## config.mk

```make
export PLATFORM = sky130hd
export DESIGN_NAME = dws_store_exec
export DESIGN_NICKNAME = d
export VERILOG_FILES = /design/src/dws_pkg.sv /design/src/dws_store_exec.sv
export SDC_FILE = /design/constraint.sdc
export NUM_CORES = 1
export LEC_CHECK = 0
export ABC_AREA = 1
export BUFFER_PORTS_ARGS = -buffer_cell sky130_fd_sc_hd__buf_2
export CORE_AREA = 2 2 245 247
export DETAILED_ROUTE_END_ITERATION = 8
export DIE_AREA = 0 0 247 249
export PLACE_DENSITY = 0.6
export SETUP_SLACK_MARGIN = 0.05
export SYNTH_ARGS = -nofsm -noshare
export SYNTH_HDL_FRONTEND = slang
export SYNTH_SLANG_ARGS = --single-unit
export TNS_END_PERCENT = 20
```

## constraint.sdc

```tcl
create_clock -name i_clock -period 2.9 [get_ports i_clock]
set_input_delay 0.29 -clock i_clock [delete_from_list [all_inputs] [get_ports i_clock]]
set_output_delay 0.29 -clock i_clock [all_outputs]
set_load 0.02 [all_outputs]
```

## src/dws_pkg.sv

```systemverilog
// Shared types and constants for the doubleword store execution block
`default_nettype none
package dws_pkg;
  // ----------------------------------------------------------------
  // Widths and constants
  // ----------------------------------------------------------------
  localparam int          DWS_XLEN     = 64;
  localparam int          DWS_IMM_W    = 16;
  localparam int          DWS_UNITS    = 4;
  localparam int          DWS_BYTES    = 8;
  localparam logic [2:0]  DWS_LANE_TOP = 3'h7;
  localparam logic [7:0]  DWS_BE_ALL   = 8'hff;
  localparam logic [63:0] DWS_WB_PASS  = 64'h1;
  localparam logic [63:0] DWS_WB_FAIL  = 64'h0;
  localparam logic        DWS_FLAG_RST = 1'h0;

  // ----------------------------------------------------------------
  // Operations and exception causes
  // ----------------------------------------------------------------
  typedef enum logic [1:0] {
    DWS_OP_PLAIN,
    DWS_OP_COND,
    DWS_OP_COP,
    DWS_OP_LEFT
  } dws_op_t;

  typedef enum logic [1:0] {
    DWS_EXC_NONE,
    DWS_EXC_ADDR,
    DWS_EXC_COPU,
    DWS_EXC_RSVD
  } dws_exc_t;

  // ----------------------------------------------------------------
  // Carriers
  // ----------------------------------------------------------------
  typedef struct packed {
    dws_op_t     op;
    logic [1:0]  unit;
    logic [63:0] base;
    logic [15:0] offset;
    logic [63:0] src;
  } dws_req_t;

  typedef struct packed {
    logic [63:0] addr;
    logic [63:0] data;
    logic [7:0]  be;
  } dws_mem_t;
endpackage
`default_nettype wire

```

## src/dws_store_exec.sv

```systemverilog
// Doubleword store execution: conditional, plain, coprocessor and store-left
`default_nettype none

// Functional notes
// - Conditional store writes all 64 source bits only while link flag is set.
// - Conditional store writes link flag, zero-extended, back to source register.
// - Privileged system coprocessor events may also fail the conditional store.
// - Any exception between linked load and conditional store fails it.
// - Effective address is base plus sign-extended 16-bit displacement.
// - Nonzero low three address bits raise Address Error, no write, for every kind except store-left; coprocessor unit 0 or unusable unit traps first.
// - Plain store writes the full 64-bit source register unconditionally.
// - Coprocessor store takes its 64-bit data from the selected unit 1..3.
// - Coprocessor store to a unit not marked usable raises Coprocessor Unusable.
// - Coprocessor store for unit 0 is decoded as another instruction; this block raises DWS_EXC_RSVD for it, no write.
// - Store-left writes the top source bytes into the containing aligned doubleword.
// - Store-left lanes follow low three address bits and endian mode.
// - Conditional and plain stores raise only their listed exception kinds.
// - Coherent store by another agent into the linked block fails the store.
module dws_store_exec
  import dws_pkg::*;
(
  input  wire logic                 i_clock,
  input  wire logic                 i_sys_rst,
  input  wire logic                 i_req_valid,
  input  wire dws_req_t             i_req,
  input  wire logic [3:0][63:0]     i_cop_data,
  input  wire logic [3:0]           i_cop_usable,
  input  wire logic                 i_big_endian,
  input  wire logic                 i_linked_load,
  input  wire logic                 i_exception,
  input  wire logic                 i_priv_event,
  input  wire logic                 i_snoop_hit,
  output logic                      o_mem_valid,
  output var dws_mem_t              o_mem,
  output logic                      o_wb_valid,
  output logic [63:0]               o_wb_data,
  output logic                      o_exc_valid,
  output var dws_exc_t              o_exc,
  output logic                      o_link_flag
);

  // ----------------------------------------------------------------
  // Address and decode
  // ----------------------------------------------------------------
  logic [63:0] ea;
  logic        misal;
  logic [2:0]  lane;
  logic [5:0]  left_sh;
  logic        is_cond;
  logic        fail_ext;
  logic        flag_eff;
  dws_exc_t    exc_now;

  assign ea       = i_req.base + {{48{i_req.offset[15]}}, i_req.offset};
  // Only the aligned kinds trap on these bits; store-left never does
  assign misal    = |ea[2:0];
  assign lane     = ea[2:0] ^ {3{i_big_endian}};
  assign left_sh  = {DWS_LANE_TOP - lane, 3'h0};
  assign is_cond  = i_req_valid && (i_req.op == DWS_OP_COND);
  // Same-cycle failure events are folded in so a store in that cycle fails
  assign fail_ext = i_exception || i_priv_event || i_snoop_hit;
  assign flag_eff = o_link_flag && !fail_ext;

  // Translation faults come from the memory side; only these kinds are ours
  always_comb
  begin
    exc_now = DWS_EXC_NONE;
    if (i_req.op == DWS_OP_COP && i_req.unit == 2'h0)
      exc_now = DWS_EXC_RSVD;
    else if (i_req.op == DWS_OP_COP && !i_cop_usable[i_req.unit])
      exc_now = DWS_EXC_COPU;
    else if (i_req.op != DWS_OP_LEFT && misal)
      exc_now = DWS_EXC_ADDR;
  end

  // ----------------------------------------------------------------
  // Link flag
  // ----------------------------------------------------------------
  // A linked load in the same cycle as a clearing event wins: it is younger
  always_ff @(posedge i_clock)
  begin
    if (i_sys_rst)
      o_link_flag <= DWS_FLAG_RST;
    else if (i_linked_load)
      o_link_flag <= 1'h1;
    else if (fail_ext || is_cond)
      o_link_flag <= 1'h0;
  end

  // ----------------------------------------------------------------
  // Memory write port
  // ----------------------------------------------------------------
  always_ff @(posedge i_clock)
  begin
    if (i_sys_rst)
    begin
      o_mem_valid <= 1'h0;
      o_mem       <= '0;
    end
    else
    begin
      o_mem_valid <= 1'h0;
      if (i_req_valid && exc_now == DWS_EXC_NONE)
      begin
        o_mem.addr <= ea;
        o_mem.be   <= DWS_BE_ALL;
        case (i_req.op)
          DWS_OP_PLAIN:
          begin
            o_mem_valid <= 1'h1;
            o_mem.data  <= i_req.src;
          end
          DWS_OP_COND:
          begin
            o_mem_valid <= flag_eff;
            o_mem.data  <= i_req.src;
          end
          DWS_OP_COP:
          begin
            o_mem_valid <= 1'h1;
            o_mem.data  <= i_cop_data[i_req.unit];
          end
          DWS_OP_LEFT:
          begin
            // Lanes 0..lane of the aligned doubleword get the top bytes
            o_mem_valid <= 1'h1;
            o_mem.addr  <= {ea[63:3], 3'h0};
            o_mem.data  <= i_req.src >> left_sh;
            o_mem.be    <= DWS_BE_ALL >> (DWS_LANE_TOP - lane);
          end
          default:
          begin
            o_mem_valid <= 1'h0;
          end
        endcase
      end
    end
  end

  // ----------------------------------------------------------------
  // Register writeback and exceptions
  // ----------------------------------------------------------------
  // Result word stands until the next conditional store
  always_ff @(posedge i_clock)
  begin
    if (i_sys_rst)
    begin
      o_wb_valid <= 1'h0;
      o_wb_data  <= DWS_WB_FAIL;
    end
    else
    begin
      o_wb_valid <= is_cond && exc_now == DWS_EXC_NONE;
      if (is_cond)
        o_wb_data <= flag_eff ? DWS_WB_PASS : DWS_WB_FAIL;
    end
  end

  // Cause code drops back to none on an idle cycle, so it never goes stale
  always_ff @(posedge i_clock)
  begin
    if (i_sys_rst)
    begin
      o_exc_valid <= 1'h0;
      o_exc       <= DWS_EXC_NONE;
    end
    else
    begin
      o_exc_valid <= i_req_valid && exc_now != DWS_EXC_NONE;
      o_exc       <= i_req_valid ? exc_now : DWS_EXC_NONE;
    end
  end
endmodule
`default_nettype wire

```

Word level (Yosys, flattened, before mapping)
Index checks and enable logic that the tools add are counted.

Flip-flop bits (word level): 206. Input port bits: 416. Output and inout port bits: 206. Logic and storage cells: 58.

Add/sub/neg operators: 2. Magnitude comparators: 1. Equal/unequal tests: 4. Shift operators: 2. Muxes and demuxes: 14. Bitwise gates (word level): 3. Reduce and logical (&&, ||, !) cells: 23.

Operators by type and width (number): one-hot mux 64 bit (3 select lines) (1); binary-select mux 64 bit (select 2 bit) (1); adder 64 bit (1); 2-to-1 mux 64 bit (1); >> shifter 64 x 6 -> 64 bit (1); logical AND 1 bit (8); 2-to-1 mux 8 bit (1); >> shifter 8 x 3 -> 8 bit, first input constant (1); logical NOT 2 bit (3); OR reduction 2 bit (3); OR reduction 3 bit (2); 2-to-1 mux 1 bit (5); equality test 2 bit, second input constant (2); 2-to-1 mux 2 bit (2); nonzero test 2 bit (2); logical OR 1 bit (3); < comparator 2 x 3 -> 1 bit, second input constant (1); 2-to-1 mux 3 bit (1); subtractor 3 bit, first input constant (1); XOR 3 bit (1); binary-select mux 1 bit (select 2 bit) (1); equality test 2 x 1 -> 1 bit, second input constant (1); logical NOT 1 bit (2); != test 2 bit, second input constant (1); 2 further kinds (3).

Depth between registers and ports, before layout
Depth in word-level cells: 10. Depth in mapped cells: 17. Depth with buffers taken out: 17.

Worst setup path after synthesis
OpenSTA, ideal clock, no wires.

Path type: in2reg. Start: input port i_req[64] (netlist name). End: register o_mem[20] (netlist name). Arrival: 2154 ps. Setup slack: 627 ps. Cell stages on the path: 10. Buffers on the path: 1. Cells stage by stage: ha_1 -> fa_1 -> xnor2_4 -> xor2_2 -> nor2_4 -> buf_4 -> nand3_1 -> nand3_1 -> a21oi_1 -> a21oi_1.

Cells in the longest elaborated chain, start to end: 8. Elaborated cells between the ends (all ways): 12.

RTL lines: start: declaration (RTL line dws_store_exec.sv:25) `input wire dws_req_t i_req,`; adder 64 bit (*) (RTL line dws_store_exec.sv:54) `assign ea = i_req.base + {{48{i_req.offset[15]}}, i_req.offset};`; branches (longest 7 deep; another with subtractor 3 bit); end: declaration (RTL line dws_store_exec.sv:34) `output var dws_mem_t o_mem,`.

Every way passes the cells marked *. A chain may end at the register's enable or synchronous reset.

Final worst setup path
Start: input port i_req[64] (netlist name). End: register o_mem[99] (netlist name).

Cells in the longest elaborated chain, start to end: 8.

RTL lines: adder 64 bit (*) (RTL line dws_store_exec.sv:54); OR reduction 3 bit (RTL line dws_store_exec.sv:56) `assign misal = |ea[2:0];`; logical AND 1 bit (RTL line dws_store_exec.sv:72) `else if (i_req.op != DWS_OP_LEFT && misal)`; 2-to-1 mux 1 bit (RTL line dws_store_exec.sv:72); 2-to-1 mux 2 bit (RTL line dws_store_exec.sv:70) `else if (i_req.op == DWS_OP_COP && !i_cop_usable[i_req.unit])`; 2-to-1 mux 2 bit (RTL line dws_store_exec.sv:68) `if (i_req.op == DWS_OP_COP && i_req.unit == 2'h0)`; logical NOT 2 bit (RTL line dws_store_exec.sv:103) `if (i_req_valid && exc_now == DWS_EXC_NONE)`; logical AND 1 bit (RTL line dws_store_exec.sv:103).

Mark *: on every way between the ends. The rest lies on a longest branch, timed or not.

==> impl_results.md <==
* First-pass GRT wire length at 118000 µm
* CP endpoint kind: flop
* Yosys warns at 0
* Final setup fails at 0
* CTS tree: yes
* Maximum vdd ir drop at 390 µV
* Final Total Pwr at ~8.3 mW
* Synth-to-Final Area Change at 27.4%
* Fin crit period at 2340 ps
* Status: complete, no violations
* Unrepaired setup endpoints after global routing: false
* Nets at between 3000 and 4000
* Worst EP arrival at between 2000 and 3000 ps
* Mapped Area at 15500 µm²
* DRC viols at 0
* Port bufs at 558
* CTS Root Cell: clkbuf_16
* Post-synth EDFFs at 0
* GR Overflow Total at 0
* Avg Cell Area, Syn at 5.44 µm²
* Worst slew margin at 50.2%
* Layout cells sized above 1 at 19.9%
* Post_cts resized at 0
* Cell area power density at about 420 nW/µm²
* Clock skew at between 4 and 5 ps
* Dpl hpwl at 69900 µm
* Vias at 19869
* Pre-Repair DR Iteration Count at 6
* Asr flop ratio synth at 0%
* Final Max Tran Viols at 0
* RD Place Congestion at 0.992
* Die Y at 249 µm
* Unique cell type count in the Yosys netlist at 41
* Setup bufs post-CTS at 0
* Worst-margin pin slew at between 700 and 800 ps
* Clock-pin slew on the worst setup and hold paths at 70 ps
* Seq/Total Area, Yosys at 18.5%
* Vias/cell at 4.78
* # hold bufs at CTS at 0
* Worst Setup Path Type: input pin to flop
* Critical Path RT at between 3000 and 4000 ps
* WHS at ~53 ps
* Sum Neg Setup Slack at 0 ps
* Total GRT Usage at 26.0%
* Leakage Power at 11.1 nW
* Clk Latency, worst-skew pair at 460 ps
* Initial antenna violation count at 22
* CTS sink count at 143
* Setup WS pre-CTS at 111 ps
* Die width at between 200 and 250 µm
* Inserted Clock Buffers at 17
* Pin count of the biggest net entering global routing at 93
* Largest fanout on the critical path at approximately 40
* Vias in the first global route at 18748
* Max Root-Sink Buffers at 2
* Startpoint types: input pin
* Core Region at 58700 µm²
* HP Class: input pin to flop
* Num ports at 622
* Mapped Cells at approximately 2800
* Synth Register Bits at 143
* Final Hold Viols at 0
* Initial Utilization at 26.4%
* Initial DRC count at between 1500 and 2000
* Antenna Violating Nets Remaining at 0
* Fmax at 427 MHz
* Commonest non-fill, non-tap cell in the layout: nand2_1
* H-tree lvl count at 4
* Row count at 89
* Max_cap viols at 0
* Die Area at 61500 µm²
* Most common flop cell mapped by yosys: dfxtp_1
* WL/cell at 19.8 µm
* Post-route setup slack at 558 ps
* Period utilization at between 80% and 90%
* Most frequent cells in the layout: nand2_1, buf_2, inv_1
* WL final at 82300 µm
## area by class of cell
class,instances,area [µm²]
fill,6837,38900
multi-input combinational,2144,10200
timing repair buffer,617,3400
sequential,143,2860
inverter,433,1630
tap,773,967
clock buffer,18,439
clock inverter,14,164
antenna,15,37.5
## per-layer routing
layer	vias up	wire [µm]	GRT usage (%)
met5	-	0	0
met4	0	3440	11.5
met3	125	5480	3.45
met2	871	40700	45.6
met1	8931	32700	31.3
li1	9942	-	-
## synth_stat cells (3+ instances only)
cell type,n,share of area (%)
nor2_2,3,0.12
xnor2_1,17,0.96
inv_1,426,10
a21boi_0,6,0.29
nand3_1,149,4.8
clkbuf_1,82,2.0
xor2_1,13,0.73
dfxtp_1,143,18
a211oi_1,8,0.39
o21bai_1,15,0.73
nor2_1,303,7.3
nor3_1,18,0.58
buf_1,6,0.15
o211ai_1,20,0.97
ha_1,63,5.1
buf_4,68,3.3
a31oi_1,28,1.1
a21oi_1,161,5.2
o22ai_1,32,1.3
a22oi_1,17,0.82
o21ai_1,28,0.90
nand2_1,893,22
o21a_1,33,1.6
nand4_1,11,0.44
o21ai_0,237,7.7
a32oi_1,9,0.51
inv_2,7,0.17
buf_2,32,1.0
## power by group
part,internal [mW],switching (mW)
Sequential,2.13,0.111
Clock,1.25,1.11
Combinational,1.22,2.49
## kinds of logic after synthesis
| kind of cell | count (synthesis) | synth area share, % |
|---|---|---|
| other cells | 1 | 0.0242 |
| fa+ha+maj | 64 | 5.22 |
| xor+xnor | 34 | 2.19 |
| compound gates | 599 | 21.7 |
| buf+inv | 623 | 17.1 |
| flops | 143 | 18.5 |
| simple gates | 1384 | 35.2 |
## flip-flops by register name, summed over array words and instances (netlist names)
register	flops
o_wb_data	1
o_mem_valid	1
o_mem	136
o_exc	2
o_wb_valid	1
o_link_flag	1
o_exc_valid	1
## through the flow
stage	std cells	utilization (%)	area, µm²
after floorplan	2910	-	15700
after global routing	4155	33.6	19700
after CTS	4142	33.6	19700
final	4157	33.6	19700
after global placement	4110	32.5	19100
after detailed placement	4110	32.5	19100
## path summary, 6_finish.rpt
path                                         startpoint                        to  slack (ps)  cells after the start
worst max-delay path                          i_req[64]    o_mem[99]$_SDFFE_PP0P_         560                     12
worst min-delay path                      i_linked_load  o_link_flag$_SDFFE_PP0P_          50                      3
worst max register to register  o_mem[105]$_SDFFE_PP0P_   o_mem[105]$_SDFFE_PP0P_        2110                      3
worst min register to register    o_mem[0]$_SDFFE_PP0P_     o_mem[0]$_SDFFE_PP0P_         460                      2
## worst max-delay path, cell delays in order
cell      delay [ps]
buf_2            100
ha_1             250
fa_1             510
xnor2_4          300
a21oi_2          120
nor2_1           180
nand2_2          130
inv_6            260
buf_12           240
o21ai_0          110
o21bai_1         170
inv_1             50
(Power assumes the default switching activity.)
